### src/hw/ssc_pkg.sv
// Functional notes
// Eight bit word, bit zero sent first
// Sample data on serial clock rising edge
// Strobe rise copies shift register to settings
// Strobe high blocks serial clock shifting
// Latched settings act at strobe edge
// Direction and mode wait for step edge
// First step clock drives pair a
// Shared clock in clock mode drives pair b
// Each step edge advances one step
// Mode picks full step or half step
// Direction picks forward or reverse order
// Counter reset forces initial position
// Output enable drives or floats outputs
// Four bit divisor picks sixteen levels
// Source bit picks internal or external
// Hold freezes internal clock, no advance
// Reset at strobe, resume next step edge
// Disabled outputs float, counter keeps advancing
// Forward lags channel two, reverse leads
// Settings hold until next strobe rise
package ssc_pkg;
    localparam int WORD_BITS = 8;
    // Field positions in the latched word
    localparam int F_MODE = 0;
    localparam int F_DIR = 1;
    localparam int F_HOLD = 2;
    localparam int F_CRST = 3;
    localparam int F_OE = 4;
    // Divisor kept clear of the select bit so all sixteen levels reach it
    localparam int F_DIV_LO = 1;
    localparam int F_DIV_HI = 4;
    localparam int F_SRC = 0;
    localparam int F_PAIR = 5;
    localparam int F_B_PWM = 6;
    // Word select in bits 7 of the word
    localparam int F_SEL = 7;
    localparam logic [7:0] RST_WORD = 8'h00;
    localparam logic [2:0] POS_INIT = 3'h0;
    localparam logic [3:0] DIV_INIT = 4'h0;
    localparam int SYNC_STAGES = 2;
endpackage

### src/hw/ssc_stepper.sv
`timescale 1ns/10ps
`default_nettype none
module ssc_stepper
(
    input  wire logic       ref_clk,
    input  wire logic       reset,
    input  wire logic       step_edge,
    input  wire logic       strobe_edge,
    input  wire logic       cfg_mode,
    input  wire logic       cfg_dir,
    input  wire logic       cfg_hold,
    input  wire logic       cfg_crst,
    input  wire logic       cfg_oe,
    output logic      [1:0] phase_ch1,
    output logic      [1:0] phase_ch2,
    output logic            drive_en,
    output logic      [2:0] position
);
    logic [2:0] pos_r;
    logic [2:0] pos_nxt;
    logic       oe_r;
    logic [1:0] ch1_r;
    logic [1:0] ch2_r;
    logic [2:0] stride;
    logic       adv;

    // Mode and direction are read only on a step edge, so a new word
    // takes hold with the first step after its strobe
    // Full step keeps parity: from an even start both channels stay on
    assign stride = cfg_mode ? 3'h1 : 3'h2;
    assign adv = step_edge && !cfg_hold && !cfg_crst;
    assign pos_nxt = cfg_dir ? 3'(pos_r - stride)
                             : 3'(pos_r + stride);

    always_ff @(posedge ref_clk)
    begin
        if (reset)
        begin
            pos_r <= ssc_pkg::POS_INIT;
            oe_r  <= 1'b0;
        end
        else
        begin
            if (strobe_edge)
                oe_r <= cfg_oe;
            if (cfg_crst)
                pos_r <= ssc_pkg::POS_INIT;
            else if (adv)
                pos_r <= pos_nxt;
        end
    end

    // Channel 2 is a quarter period behind channel 1 going forward
    function automatic logic [1:0] ch_drive(input logic [2:0] p);
        case (p)
            3'h0:    ch_drive = 2'b10;
            3'h1:    ch_drive = 2'b10;
            3'h2:    ch_drive = 2'b10;
            3'h3:    ch_drive = 2'b00;
            3'h4:    ch_drive = 2'b01;
            3'h5:    ch_drive = 2'b01;
            3'h6:    ch_drive = 2'b01;
            default: ch_drive = 2'b00;
        endcase
    endfunction

    always_ff @(posedge ref_clk)
    begin
        if (reset)
        begin
            ch1_r <= 2'b00;
            ch2_r <= 2'b00;
        end
        else
        begin
            ch1_r <= ch_drive(pos_r);
            ch2_r <= ch_drive(3'(pos_r - 3'h2));
        end
    end

    assign phase_ch1 = ch1_r;
    assign phase_ch2 = ch2_r;
    assign drive_en  = oe_r;
    assign position  = pos_r;
endmodule
`default_nettype wire

### src/hw/ssc_top.sv
`timescale 1ns/10ps
`default_nettype none
module ssc_top
(
    input  wire logic       ref_clk,
    input  wire logic       reset,
    input  wire logic       serial_clk,
    input  wire logic       serial_data,
    input  wire logic       latch_strobe,
    input  wire logic       step_clock_pair_a,
    input  wire logic       step_clock_or_pwm_pair_b,
    output logic      [1:0] a_phase_ch1,
    output logic      [1:0] a_phase_ch2,
    output logic            a_drive_en,
    output logic      [2:0] a_position,
    output logic      [1:0] b_phase_ch3,
    output logic      [1:0] b_phase_ch4,
    output logic            b_drive_en,
    output logic      [2:0] b_position,
    output logic            b_pwm_mode,
    output logic      [3:0] ref_divisor,
    output logic            ref_external,
    output logic      [7:0] shift_word
);
    // Two-stage synchronisers for all pin inputs
    logic [1:0] s_sclk;
    logic [1:0] s_data;
    logic [1:0] s_stb;
    logic [1:0] s_ca;
    logic [1:0] s_cb;
    logic       sclk_d;
    logic       stb_d;
    logic       ca_d;
    logic       cb_d;
    logic [7:0] shift_r;
    logic [7:0] cfg_a_r;
    logic [7:0] cfg_b_r;
    logic [7:0] ref_r;
    logic       hold_a_r;
    logic       hold_b_r;
    logic       ica_r;
    logic       icb_r;
    wire  [1:0] tgt;
    wire        sclk_rise;
    wire        stb_rise;
    wire        wr_ref;
    wire        wr_a;
    wire        wr_b;
    wire        ca_int;
    wire        cb_int;
    wire        step_a;
    wire        step_b;

    always_ff @(posedge ref_clk)
    begin
        if (reset)
        begin
            s_sclk <= 2'b00;
            s_data <= 2'b00;
            s_stb  <= 2'b00;
            s_ca   <= 2'b00;
            s_cb   <= 2'b00;
        end
        else
        begin
            s_sclk <= {s_sclk[0], serial_clk};
            s_data <= {s_data[0], serial_data};
            s_stb  <= {s_stb[0], latch_strobe};
            s_ca   <= {s_ca[0], step_clock_pair_a};
            s_cb   <= {s_cb[0], step_clock_or_pwm_pair_b};
        end
    end

    always_ff @(posedge ref_clk)
    begin
        if (reset)
        begin
            sclk_d <= 1'b0;
            stb_d  <= 1'b0;
            ca_d   <= 1'b0;
            cb_d   <= 1'b0;
        end
        else
        begin
            sclk_d <= s_sclk[1];
            stb_d  <= s_stb[1];
            ca_d   <= s_ca[1];
            cb_d   <= s_cb[1];
        end
    end

    assign sclk_rise = s_sclk[1] && !sclk_d && !s_stb[1];
    assign stb_rise  = s_stb[1] && !stb_d;

    // Shift toward bit 0 so the first bit lands in bit 0
    always_ff @(posedge ref_clk)
    begin
        if (reset)
            shift_r <= ssc_pkg::RST_WORD;
        else if (sclk_rise)
            shift_r <= {s_data[1], shift_r[7:1]};
    end

    // Word routing: bit 7 picks reference word, else bit 5 picks pair
    function automatic logic [1:0] route(input logic [7:0] w);
        if (w[ssc_pkg::F_SEL])
            route = 2'h2;
        else if (w[ssc_pkg::F_PAIR])
            route = 2'h1;
        else
            route = 2'h0;
    endfunction

    assign tgt    = route(shift_r);
    assign wr_ref = stb_rise && (tgt == 2'h2);
    assign wr_a   = stb_rise && (tgt == 2'h0);
    assign wr_b   = stb_rise && (tgt == 2'h1);

    always_ff @(posedge ref_clk)
    begin
        if (reset)
        begin
            cfg_a_r <= ssc_pkg::RST_WORD;
            cfg_b_r <= ssc_pkg::RST_WORD;
            ref_r   <= ssc_pkg::RST_WORD;
        end
        else
        begin
            if (wr_a)
                cfg_a_r <= shift_r;
            if (wr_b)
                cfg_b_r <= shift_r;
            if (wr_ref)
                ref_r <= shift_r;
        end
    end

    // Internal clock freezes at the level seen when hold is entered
    always_ff @(posedge ref_clk)
    begin
        if (reset)
        begin
            hold_a_r <= 1'b0;
            hold_b_r <= 1'b0;
            ica_r    <= 1'b0;
            icb_r    <= 1'b0;
        end
        else
        begin
            hold_a_r <= cfg_a_r[ssc_pkg::F_HOLD];
            hold_b_r <= cfg_b_r[ssc_pkg::F_HOLD];
            ica_r    <= ca_int;
            icb_r    <= cb_int;
        end
    end

    assign ca_int = cfg_a_r[ssc_pkg::F_HOLD] ? ica_r : s_ca[1];
    assign cb_int = cfg_b_r[ssc_pkg::F_HOLD] ? icb_r : s_cb[1];
    assign step_a = ca_int && !ca_d && !hold_a_r
                    && !cfg_a_r[ssc_pkg::F_HOLD];
    assign step_b = cb_int && !cb_d && !hold_b_r
                    && !cfg_b_r[ssc_pkg::F_HOLD]
                    && !cfg_b_r[ssc_pkg::F_B_PWM];

    ssc_stepper u_pair_a
    (
        .ref_clk     (ref_clk),
        .reset       (reset),
        .step_edge   (step_a),
        .strobe_edge (wr_a),
        .cfg_mode    (cfg_a_r[ssc_pkg::F_MODE]),
        .cfg_dir     (cfg_a_r[ssc_pkg::F_DIR]),
        .cfg_hold    (cfg_a_r[ssc_pkg::F_HOLD]),
        .cfg_crst    (cfg_a_r[ssc_pkg::F_CRST]),
        .cfg_oe      (shift_r[ssc_pkg::F_OE]),
        .phase_ch1   (a_phase_ch1),
        .phase_ch2   (a_phase_ch2),
        .drive_en    (a_drive_en),
        .position    (a_position)
    );

    ssc_stepper u_pair_b
    (
        .ref_clk     (ref_clk),
        .reset       (reset),
        .step_edge   (step_b),
        .strobe_edge (wr_b),
        .cfg_mode    (cfg_b_r[ssc_pkg::F_MODE]),
        .cfg_dir     (cfg_b_r[ssc_pkg::F_DIR]),
        .cfg_hold    (cfg_b_r[ssc_pkg::F_HOLD]),
        .cfg_crst    (cfg_b_r[ssc_pkg::F_CRST]),
        .cfg_oe      (shift_r[ssc_pkg::F_OE]),
        .phase_ch1   (b_phase_ch3),
        .phase_ch2   (b_phase_ch4),
        .drive_en    (b_drive_en),
        .position    (b_position)
    );

    assign b_pwm_mode   = cfg_b_r[ssc_pkg::F_B_PWM];
    assign ref_divisor  = ref_r[ssc_pkg::F_DIV_HI:ssc_pkg::F_DIV_LO];
    assign ref_external = ref_r[ssc_pkg::F_SRC];
    assign shift_word   = shift_r;
endmodule
`default_nettype wire

### config.mk
export PLATFORM = sky130hd
export DESIGN_NAME = ssc_top
export DESIGN_NICKNAME = d
export VERILOG_FILES = /design/src/hw/ssc_pkg.sv /design/src/hw/ssc_stepper.sv /design/src/hw/ssc_top.sv
export SDC_FILE = /design/constraint.sdc
export NUM_CORES = 1
export LEC_CHECK = 0
export ABC_AREA = 1
export BUFFER_PORTS_ARGS = -buffer_cell sky130_fd_sc_hd__buf_2
export CAP_MARGIN = 20
export CORE_MARGIN = 5
export CORE_UTILIZATION = 49
export DETAILED_ROUTE_END_ITERATION = 16
export GPL_ROUTABILITY_DRIVEN = 0
export PLACE_DENSITY = 0.82
export SETUP_SLACK_MARGIN = 0.02
export SKIP_LAST_GASP = 1
export SYNTH_ARGS = -nofsm -noshare
export SYNTH_HDL_FRONTEND = slang
export SYNTH_SLANG_ARGS = --single-unit
### constraint.sdc
create_clock -name ref_clk -period 1.4 [get_ports ref_clk]
set_clock_uncertainty 0.1 [all_clocks]
set_input_delay 0.21 -clock ref_clk [delete_from_list [all_inputs] [get_ports ref_clk]]
set_output_delay 0.21 -clock ref_clk [all_outputs]
set_load 0.02 [all_outputs]
-- Word level (Yosys, flattened, before mapping)
Cells that the tools add are included.
- register bits after elaboration: 58
- latch bits: 0
- RAM bits: 0
- ROM bits: 0
- output and inout port bits: 30
- memories: 0
- $add $sub $neg: 6
- multiply operators: 0
- div/mod/pow operators: 0
- order comparisons: 0
- eq/ne operators: 22
- shift-type cells: 0
- muxes and demuxes: 12
- bitwise gates (word level): 0
- reductions and logical operators: 44
- operators with widths (kind ; count):
    equality test 3 bit (second input constant) ; 12
    OR reduction 3 bit ; 8
    logical AND 1 bit ; 17
    one-hot mux 2 bit (2 select lines) ; 4
    equality test 3 x 1 -> 1 bit (second input constant) ; 4
    equality test 3 x 2 -> 1 bit (second input constant) ; 4
    logical NOT 1 bit ; 12
    logical NOT 3 bit ; 4
    adder 3 bit ; 2
    2-to-1 mux 2 bit ; 3
    2-to-1 mux 3 bit ; 2
    subtractor 3 x 2 -> 3 bit (second input constant) ; 2
    subtractor 3 bit ; 2
    OR reduction 2 bit ; 2
    2-to-1 mux 1 bit ; 3
    equality test 2 x 1 -> 1 bit (second input constant) ; 1
    equality test 2 bit (second input constant) ; 1
    logical NOT 2 bit ; 1

-- Depth between registers and ports, before layout
Gate-level depths: netlist of the first run.
- depth after elaboration: 7
- mapped depth: 11

-- Cells and area by module
From an unflattened synthesis of the first run, not the netlist that was laid out.
- cells, all modules: 295
- area, all modules: 2173.3 sq um
- modules (own cells, without submodules) (module ; instances ; cells an instance ; area each (sq um) ; seq. area each (sq um)):
    ssc_top ; 1 ; 193 ; 1447.6 ; 800.8
    ssc_stepper ; 2 ; 51 ; 362.8 ; 160.2

-- Least setup slack after synthesis of the first run
No wires, ideal clock.
- path type: reg2reg
- start point: register u_pair_a.pos_r[0] (netlist: u_pair_a.position[0])
- end point: register u_pair_a.pos_r[1] (netlist: u_pair_a.position[1])
- library setup time: 0.116 ns
- data arrival time: 1.416 ns
- required time: 1.184 ns
- setup slack: -0.232 ns
- stages on the path, launching flop included: 7
- buffers on the path: 0
- period minus slack after synthesis: 1.632 ns
- cells stage by stage: dfxtp_1 -> inv_1 -> ha_1 -> inv_1 -> fa_1 -> o21ai_0 -> nor2_1
- longest elaborated chain between the ends: 2
- elaborated cells on any way between the ends: 3
- RTL lines (item ; RTL line ; text):
    from (decl) ; ssc_stepper.sv:19 ; logic [2:0] pos_r;
    from (signal assigned) ; ssc_stepper.sv:39 ; pos_r <= ssc_pkg::POS_INIT;
    from (signal assigned) ; ssc_stepper.sv:47 ; pos_r <= ssc_pkg::POS_INIT;
    from (signal assigned) ; ssc_stepper.sv:49 ; pos_r <= pos_nxt;
    adder 3 bit / subtractor 3 bit (equally long branches) ; ssc_stepper.sv:33, ssc_stepper.sv:32 ;
    2-to-1 mux 3 bit * ; ssc_stepper.sv:32 ; assign pos_nxt = cfg_dir ? 3'(pos_r - stride)
    via u_pair_a.pos_nxt[1] ; ssc_stepper.sv:20 ; logic [2:0] pos_nxt;
Mark *: on every way through the listed nets, which the timed path passes. The rest lies on a longest branch.
A chain may end at the register's enable or synchronous reset.

-- Worst setup path in the final report of the first run
- start point: register u_pair_a.pos_r[0] (netlist: u_pair_a.position[0])
- end point: register u_pair_a.pos_r[2] (netlist: u_pair_a.position[2])
- longest elaborated chain between the ends: 2
- elaborated cells on any way between the ends: 3
- RTL lines (item ; RTL line):
    adder 3 bit / subtractor 3 bit (equally long branches) ; ssc_stepper.sv:33, ssc_stepper.sv:32
    2-to-1 mux 3 bit * ; ssc_stepper.sv:32
Mark *: on every way between the ends. The rest lies on a longest branch, timed or not.

==> reports/results.ini, run 1 <==
[setup_path]
worstPathRequired_ns=1.55
reg2reg_setup_slack_ns=-0.13
reg2reg_depth=11
worstPathArrival_ns=1.67
critPathCaptureType=flop
cp-start-kind=flop
r2r-end=u_pair_a.position[2]$_SDFFE_PP0P_
rr_startpoint=u_pair_a.position[0]$_SDFFE_PP0P_
critical_path_class=reg2reg
crit_path_max_fanout=2

[place]
numPortBuffers=36
dpl_worst_slack_ns=-0.119
hpwl_um=2850

[yosys]
synthXorXnorAreaFrac_pct=0.835
synth_mux_area_share_pct=0
synthAdderAreaFrac_pct=4.29
synthSimpleGateAreaFrac_pct=23.9
synthDistinctLibCells=27
synth_warnings=0
syn_area_mm2=0.00210
synth_top_family_by_area=simple AND/OR/NAND/NOR gates
netlist_top_cells_area=dfxtp_1 (52%), nor2_1 (9.3%), nand2_1 (6.4%)
syn_inst=258
synth_top_area_share_pct=52.5
synth_compound_area_share_pct=9.48
ys_seq_area_share_pct=52.5
synth_area_per_cell_um2=8.13
synth_top_cell_by_area=dfxtp_1
ys_ff_latch=55
synthesis.nets=271

[routing]
wirelength_um=4070
vias=1746
post-route-drc-count=0
drtIter0Drc=67
viasPerCell=4.86
first_pass_iters=4
wl_per_cell_um=11.3
detail-route-antenna-nets=0

[power]
p_leak_nw=1.18
peakVddDrop_mv=0.910
power_density_mw_per_mm2=1130
power.total_w=0.00294

[sta]
worst_pin_slew_ns=0.296
finalCritPeriodShare_pct=109
whs_ns=0.118
max_freq_mhz=655
rsz0062_at_grt=true
slew_viol_final=0
setup_slack_ns=-0.127
timing_hold_violations_final=0
min_period_ns=1.53
slew_headroom_pct=80.2
setup_violations=2

[hold_path]
hp-start=reset
hold_path.class=in2reg
holdPathEnd=u_pair_a.phase_ch2[0]$_SDFF_PP0_
hold_depth=2

[clock_network]
cts_setup_buffers=0
root_buffer=clkbuf_8
clk_pin_slew_worst_paths_ns=0.09
clk_path_buf_depth=2
clk-insertion-delay-late_ns=0.31
cts_buffers=5
cts_tree=yes
cts.sinks=55
htree_num_levels=2

[grt]
first_global_vias=1586
overflow=0
antenna_found_initial=0
grtUsageTotal_pct=15.2
grt_pass1_wl_um=6600
grt_max_degree=18

[floorplan]
die-area_mm2=0.00569
die_h_um=75.4
io_pins=37
core.rowCount=23
die_w_um=75.4
fp.coreArea_mm2=0.00409
initial_core_util_pct=51.3

[finish]
area_growth_pct=24.4
final_common_cell=nor2_1
utilization_pct=63.9
regArea_mm2=0.00111
n_fill_cell=355
final_cell_mix=nor2_1 (51), dfxtp_1 (49), buf_2 (36)
nNetsFinal=321
drive_gt1_share_pct=27.8
diodes=0
multiInputGateArea_um2=862

[run_status]
status=finished with violations
failed_checks=negative setup slack

[job]
cap_violations=0

[per-layer routing]
| layer | GRT usage, % | share of wire, % | vias to the layer above |
|---|---|---|---|
| li1 | - | - | 901 |
| met1 | 17.1 | 44 | 801 |
| met2 | 27.4 | 49 | 37 |
| met3 | 4.75 | 5.7 | 7 |
| met4 | 4.66 | 1.3 | 0 |
| met5 | 0 | 0 | - |
[worst max-delay path by stage]
stage,to,slack (ns),start,cells after the start
after floorplan,u_pair_b.position[2]$_SDFFE_PP0P_,-0.06,u_pair_b.position[0]$_SDFFE_PP0P_,8
after global placement,u_pair_b.position[2]$_SDFFE_PP0P_,-0.06,cfg_b_r[0]$_SDFFE_PP0P_,7
after detailed placement,u_pair_a.position[2]$_SDFFE_PP0P_,-0.12,cfg_a_r[0]$_SDFFE_PP0P_,10
after CTS,u_pair_a.position[2]$_SDFFE_PP0P_,-0.16,u_pair_a.position[0]$_SDFFE_PP0P_,11
after global routing,u_pair_a.position[2]$_SDFFE_PP0P_,-0.19,u_pair_a.position[0]$_SDFFE_PP0P_,11
final,u_pair_a.position[2]$_SDFFE_PP0P_,-0.13,u_pair_a.position[0]$_SDFFE_PP0P_,11
[per-stage QoR]
step                setup TNS (ns)  instance area [um^2]  instances
floorplan                   -0.145                  2140        258
global placement            -0.108                  2420        346
finish                      -0.210                  2610        359
CTS                         -0.227                  2590        359
detailed placement          -0.222                  2420        346
global route                -0.418                  2610        359
[worst max-delay path: stages, from the launching register on]
cell     delay (ns)
dfxtp_4        0.36
inv_4          0.05
ha_4           0.11
inv_2          0.03
fa_2           0.35
inv_2          0.06
nand2_2        0.05
nand2_2        0.07
nand3_2        0.07
nand2_1        0.07
inv_1          0.04
nor2_1         0.09
[what timing repair did]
item | CTS | global route
hold buffers | 5 | 0
setup endpoints to repair | 4 | 7
pin swaps | 4 | 7
gates resized for setup | 4 | 7
endpoints found under the hold margin | 5 | 0
[where the power goes]
group	switching (W)	internal, W	total, W
clock	0.000497	0.000507	0.00100
sequential	0.0000287	0.00161	0.00164
combinational	0.000176	0.000114	0.000290
total	0.000701	0.00224	0.00294
[sequential cells by signal, indices dropped and copies added (netlist names), 3 cells and up]
signal,cells
cfg_a_r,4
cfg_b_r,6
ref_r,5
shift_word,8
u_pair_a.position,3
u_pair_b.position,3
[logic make-up after synthesis]
kind of cell               count (synthesis)
adders and majority gates                  6
buffers and inverters                     46
xor gates and xnor gates                   2
and+or+nand+nor                          111
AOI/OAI and AO/OA                         38
DFF                                       55
[cells in the mapped netlist]
cell	n
fa_1	2
nand2_2	1
a31oi_1	1
nor2_8	1
inv_1	33
buf_4	1
a211oi_1	1
xor2_1	1
dfxtp_1	55
nor2_1	52
clkbuf_2	1
nand2_1	36
nor2_4	2
a21oi_1	19
clkinv_4	1
ha_1	4
nand3_1	15
buf_2	5
nand4_1	1
clkbuf_1	1
clkinv_2	1
o21ai_0	16
o211a_1	1
xnor2_1	1
nor3_1	1
nand3_4	2
inv_2	3
[area by class of cell]
cell class                      instances  share of cell area [%]
Timing Repair Buffer                   51                    11.7
Sequential cell                        55                    42.7
Inverter                               38                    5.90
Tap cell                               50                    2.40
Clock inverter                          1                   0.192
Multi-Input combinational cell        157                    33.0
Clock buffer                            7                    4.12
Note: power is estimated with default switching activity, not from simulation.
==> run 2, diff against run 1 <==
CORE_UTILIZATION = 54   (was 49)
PLACE_DENSITY = 0.85   (was 0.82)
clock period = 1.75 ns   (was 1.4 ns; I/O delays follow)
==> reports/results.ini, run 2 (synthesis results as in run 1) <==
[setup_path]
cp-start-kind=flop
reg2reg_depth=8  ; -3
rr_startpoint=u_pair_b.position[0]$_SDFFE_PP0P_
r2r-end=u_pair_b.position[2]$_SDFFE_PP0P_
critical_path_class=reg2reg
reg2reg_setup_slack_ns=0.17  ; +0.30 ns
critPathCaptureType=flop
worstPathArrival_ns=1.68  ; about the same
crit_path_max_fanout=4  ; +2
worstPathRequired_ns=1.86  ; +0.31 ns

[grt]
first_global_vias=1554  ; -2.0%
met2_usage_pct=27.9  ; +0.49 points
use_met1_pct=18.7  ; +1.6 points
grt_pass1_wl_um=6630  ; +0.52%
overflow=0  ; unchanged
grt_max_degree=20  ; +2
busiest_layer=met2
antenna_found_initial=0  ; unchanged
grtUsageTotal_pct=15.9  ; +0.72 points
met3_usage_pct=4.16  ; -0.59 points

[clock_network]
cts.sinks=55  ; unchanged
hold_buffers=0  ; -5
cts_buffers=5  ; unchanged
htree_num_levels=2  ; unchanged
clk_path_buf_depth=2  ; unchanged
clk-insertion-delay-late_ns=0.30  ; about the same
cts_tree=yes
root_buffer=clkbuf_8
clk_pin_slew_worst_paths_ns=0.09  ; about the same

[power]
p_leak_nw=1.09  ; -7.8%
power_density_mw_per_mm2=906  ; -19%
peakVddDrop_mv=0.658  ; -28%

[finish]
n_fill_cell=333  ; -6.2%
nNetsFinal=307  ; -4.4%
regArea_mm2=0.00110  ; -1.0%
diodes=0  ; unchanged
final_cell_mix=dfxtp_1 (54), nor2_1 (52), nand2_1 (36), buf_2 (36), inv_1 (31)
largest_reg_flops=8  ; unchanged
final_common_cell=dfxtp_1
finish.cell_count_without_fillers=343  ; -4.5%
drive_gt1_share_pct=19.3  ; -8.5 points
multiInputGateArea_um2=807  ; -6.4%
area_growth_pct=13.8

[hold_path]
hold_depth=3  ; +1
hold_path.class=in2reg
holdPathEnd=s_stb[0]$_SDFF_PP0_
hp-start=latch_strobe

[routing]
viasPerCell=4.84  ; -0.55%
wirelength_um=3790  ; -6.8%
post-route-drc-count=0  ; unchanged
detail-route-antenna-nets=0  ; unchanged
vias=1659  ; -5.0%
first_pass_iters=4  ; unchanged
drtIter0Drc=97  ; +45%
wl_per_cell_um=11.1  ; -2.5%

[floorplan]
core.rowCount=22  ; -4.3%
fp.coreArea_mm2=0.00372  ; -9.1%
die_h_um=72.3  ; -4.1%
io_pins=37  ; unchanged
die-area_mm2=0.00523  ; -8.1%
die_w_um=72.3  ; -4.1%
initial_core_util_pct=56.5  ; +5.1 points

[sta]
slew_headroom_pct=76.2  ; -4.0 points
finalCritPeriodShare_pct=90.0  ; -19 points
slew_viol_final=0  ; unchanged
setup_violations=0  ; -2
setup_tns_ns=0  ; +0.210 ns
worst_pin_slew_ns=0.357  ; +0.0606 ns
min_period_ns=1.58  ; +0.0484 ns
max_freq_mhz=635  ; -3.1%
timing_hold_violations_final=0  ; unchanged
rsz0062_at_grt=false

[run_status]
status=complete, no violations

[job]
cap_violations=0  ; unchanged

[place]
numPortBuffers=36  ; unchanged
hpwl_um=2790  ; -2.0%
placed_cells=335  ; -3.2%

## run 2: cell count changes in the layout (fill, tap and decap cells not counted), sizes merged
cell / change
buf: -9
dlygate4sd3: -5
## run 2: where the power goes
| group | leakage (nW) | switching, W | internal, W |
|---|---|---|---|
| Clock | 0.0422 | 0.000376 | 0.000282 |
| Sequential | 0.449 | 0.0000275 | 0.00129 |
| Combinational | 0.597 | 0.000122 | 0.0000646 |
## run 2: worst max path at each step
stage	start	end	slack, ns
3_5_place_dp	u_pair_a.position[0]$_SDFFE_PP0P_	u_pair_a.position[2]$_SDFFE_PP0P_	0.16
5_1_grt	u_pair_a.position[0]$_SDFFE_PP0P_	u_pair_a.position[2]$_SDFFE_PP0P_	0.03
4_1_cts	u_pair_b.position[0]$_SDFFE_PP0P_	u_pair_b.position[2]$_SDFFE_PP0P_	0.14
2_1_floorplan	u_pair_a.position[0]$_SDFFE_PP0P_	u_pair_a.position[1]$_SDFFE_PP0P_	0.12
6_report	u_pair_b.position[0]$_SDFFE_PP0P_	u_pair_b.position[2]$_SDFFE_PP0P_	0.17
3_3_place_gp	u_pair_a.position[0]$_SDFFE_PP0P_	u_pair_a.position[2]$_SDFFE_PP0P_	0.21
## run 2: layer usage
| layer | up-vias | part of all wire, % |
|---|---|---|
| met5 | - | 0 |
| met2 | 37 | 48 |
| met3 | 7 | 7.2 |
| li1 | 870 | - |
| met4 | 0 | 1.5 |
| met1 | 745 | 44 |
## run 2: worst max-delay path, cell delays in order, from the launching register on
cell and delay [ns]:
dfxtp_1 0.35, inv_2 0.08, ha_1 0.14, inv_1 0.05, fa_1 0.37, xor2_1 0.19
nand3_1 0.10, nand2_1 0.07, nor2_1 0.04
## run 2: repair_timing
item                       4_1_cts  5_1_grt
setup endpoints to repair        0        2
resized for setup                0        3
buffers inserted                 0        0
## run 2: cell type report
| type | instances | share of cell area (%) |
|---|---|---|
| clock buffer | 7 | 3.20 |
| inverter | 38 | 6.24 |
| clock inverter | 1 | 0.210 |
| sequential | 55 | 46.2 |
| timing repair buffer | 37 | 7.86 |
| tap | 48 | 2.52 |
| multi-input combinational | 157 | 33.8 |
## run 2: per-stage QoR
step / hold slack (ns) / power, W / util (%) / worst slack [ns] / instance area [um^2]
3_3_place_gp: 0.290 / 0.00153 / 62.0 / 0.212 / 2300
6_report: 0.0541 / 0.00216 / 64.2 / 0.175 / 2390
2_1_floorplan: 0.269 / 0.00149 / - / 0.118 / 2100
4_1_cts: 0.0492 / 0.00218 / 64.2 / 0.141 / 2390
3_5_place_dp: 0.296 / 0.00154 / 62.0 / 0.164 / 2300
5_1_grt: 0.0579 / 0.00227 / 64.2 / 0.0307 / 2390
==> run 3, diff against run 2 <==
CTS_BUF_LIST = sky130_fd_sc_hd__clkbuf_4 sky130_fd_sc_hd__clkbuf_8 sky130_fd_sc_hd__clkbuf_16   (was not set)
PLACE_DENSITY = 0.77   (was 0.85)
==> reports/results.ini, run 3 (synthesis results as in run 1) <==
[run_status]
status=complete, no violations

[place]
placed_cells=335  ; unchanged
hpwl_um=2700  ; -3.3%
dpl_worst_slack_ns=0.149  ; -0.0153 ns
numPortBuffers=36  ; unchanged

[sta]
timing_hold_violations_final=0  ; unchanged
rsz0062_at_grt=false
min_period_ns=1.62  ; +0.0411 ns
finalCritPeriodShare_pct=92.4  ; +2.4 points
max_freq_mhz=619  ; -2.5%
setup_slack_ns=0.134  ; -0.0411 ns
worst_pin_slew_ns=0.383  ; +0.0257 ns
slew_headroom_pct=74.5  ; -1.7 points
slew_viol_final=0  ; unchanged
setup_tns_ns=0  ; unchanged
setup_violations=0  ; unchanged

[setup_path]
worstPathArrival_ns=1.77  ; +0.09 ns
crit_start=u_pair_a.position[0]$_SDFFE_PP0P_
cp-start-kind=flop
reg2reg_setup_slack_ns=0.13  ; -0.04 ns
rr_startpoint=u_pair_a.position[0]$_SDFFE_PP0P_
reg2reg_depth=11  ; +3
critPathCaptureType=flop
worstPathRequired_ns=1.90  ; +0.04 ns
critical_path_class=reg2reg
crit_path_max_fanout=5  ; +1
endpoint=u_pair_a.position[2]$_SDFFE_PP0P_
r2r-end=u_pair_a.position[2]$_SDFFE_PP0P_

[grt]
grt_max_degree=21  ; +5.0%
antenna_found_initial=0  ; unchanged
overflow=0  ; unchanged
first_global_vias=1602  ; +3.1%
grt_pass1_wl_um=6780  ; +2.3%
grtUsageTotal_pct=16.2  ; +0.29 points

[power]
power_density_mw_per_mm2=919  ; +1.4%
peakVddDrop_mv=0.619  ; -5.9%
p_leak_nw=1.09  ; +0.60%
power.total_w=0.00220  ; +1.8%

[routing]
viasPerCell=4.83  ; -0.18%
detail-route-antenna-nets=0  ; unchanged
post-route-drc-count=0  ; unchanged
wl_per_cell_um=11.0  ; -0.42%
vias=1656  ; -0.18%
drtIter0Drc=79  ; -19%
wirelength_um=3780  ; -0.42%
first_pass_iters=4  ; unchanged

[finish]
utilization_pct=64.4  ; +0.20 points
final_common_cell=dfxtp_1
area_growth_pct=14.1
largest_reg_flops=8  ; unchanged
final_cell_mix=dfxtp_1 (54), nor2_1 (52), nand2_1 (36), buf_2 (36), inv_1 (33)
diodes=0  ; unchanged
nNetsFinal=307  ; unchanged
drive_gt1_share_pct=19.3  ; unchanged
finish.cell_count_without_fillers=343  ; unchanged

[clock_network]
root_buffer=clkbuf_8
htree_num_levels=2  ; unchanged
cts_buffers=5  ; unchanged
cts_setup_buffers=0  ; unchanged
cts.sinks=55  ; unchanged
cts_tree=yes
clk_pin_slew_worst_paths_ns=0.09  ; about the same
clk-insertion-delay-late_ns=0.31  ; about the same
clk_path_buf_depth=2  ; unchanged

[job]
cap_violations=0  ; unchanged

[floorplan]
initial_core_util_pct=56.5  ; unchanged
die-area_mm2=0.00523  ; unchanged
io_pins=37  ; unchanged
die_h_um=72.3  ; unchanged
core.rowCount=22  ; unchanged
fp.coreArea_mm2=0.00372  ; unchanged
die_w_um=72.3  ; unchanged

[hold_path]
hold_path.class=in2reg

run 3: how the worst min path moves through the flow:
| stage | from | endpoint | slack [ns] | cells after the start |
|---|---|---|---|---|
| detailed placement | s_data[0]$_SDFF_PP0_ | s_data[1]$_SDFF_PP0_ | 0.29 | 2 |
| finish | latch_strobe | s_stb[0]$_SDFF_PP0_ | 0.06 | 3 |
| global route | step_clock_pair_a | s_ca[0]$_SDFF_PP0_ | 0.05 | 3 |
| CTS | step_clock_pair_a | s_ca[0]$_SDFF_PP0_ | 0.06 | 3 |
| global placement | s_stb[0]$_SDFF_PP0_ | s_stb[1]$_SDFF_PP0_ | 0.29 | 2 |
| floorplan | step_clock_pair_a | s_ca[0]$_SDFF_PP0_ | 0.27 | 2 |
run 3: per-stage QoR:
step	hold WS, ns	instance area, um^2
3_3_place_gp	0.289	2300
4_1_cts	0.0571	2390
3_5_place_dp	0.295	2300
2_1_floorplan	0.269	2100
5_1_grt	0.0485	2390
6_report	0.0571	2390
run 3: final cells by class:
type / instances / area [um^2]
flip-flops and latches: 55 / 1100
repair buffers: 37 / 188
multi-input cells: 157 / 807
clock buffers: 7 / 83.8
inverters: 38 / 149
clock inverters: 1 / 5.00
fillers: 350 / 1320
well taps: 48 / 60.1
run 3: critical path, cell delays in order (launching register included):
cell	delay, ns
dfxtp_2	0.35
inv_1	0.10
ha_1	0.15
inv_1	0.04
fa_1	0.37
inv_1	0.07
nand2_1	0.04
nand2_1	0.08
nand3_1	0.08
nand2_1	0.06
inv_1	0.04
nor2_1	0.08
run 3: repair_timing:
action / CTS / global route
hold buffers: 0 / 0
setup endpoints to repair: 0 / 1
resized for setup: 0 / 1
run 3: layer usage:
layer | share of wire [%] | wire (um) | vias to the layer above | track usage [%]
met5 | 0 | 0 | - | 0
met4 | 2.0 | 76 | 0 | 6.26
met3 | 5.5 | 208 | 8 | 3.74
met2 | 46 | 1750 | 42 | 28.2
met1 | 46 | 1740 | 731 | 19.3
li1 | - | - | 875 | -
run 3: power by group:
part | switching, W | total (W) | internal [W]
clock | 0.000382 | 0.000694 | 0.000313
sequential | 0.0000270 | 0.00132 | 0.00129
combinational | 0.000124 | 0.000188 | 0.0000646
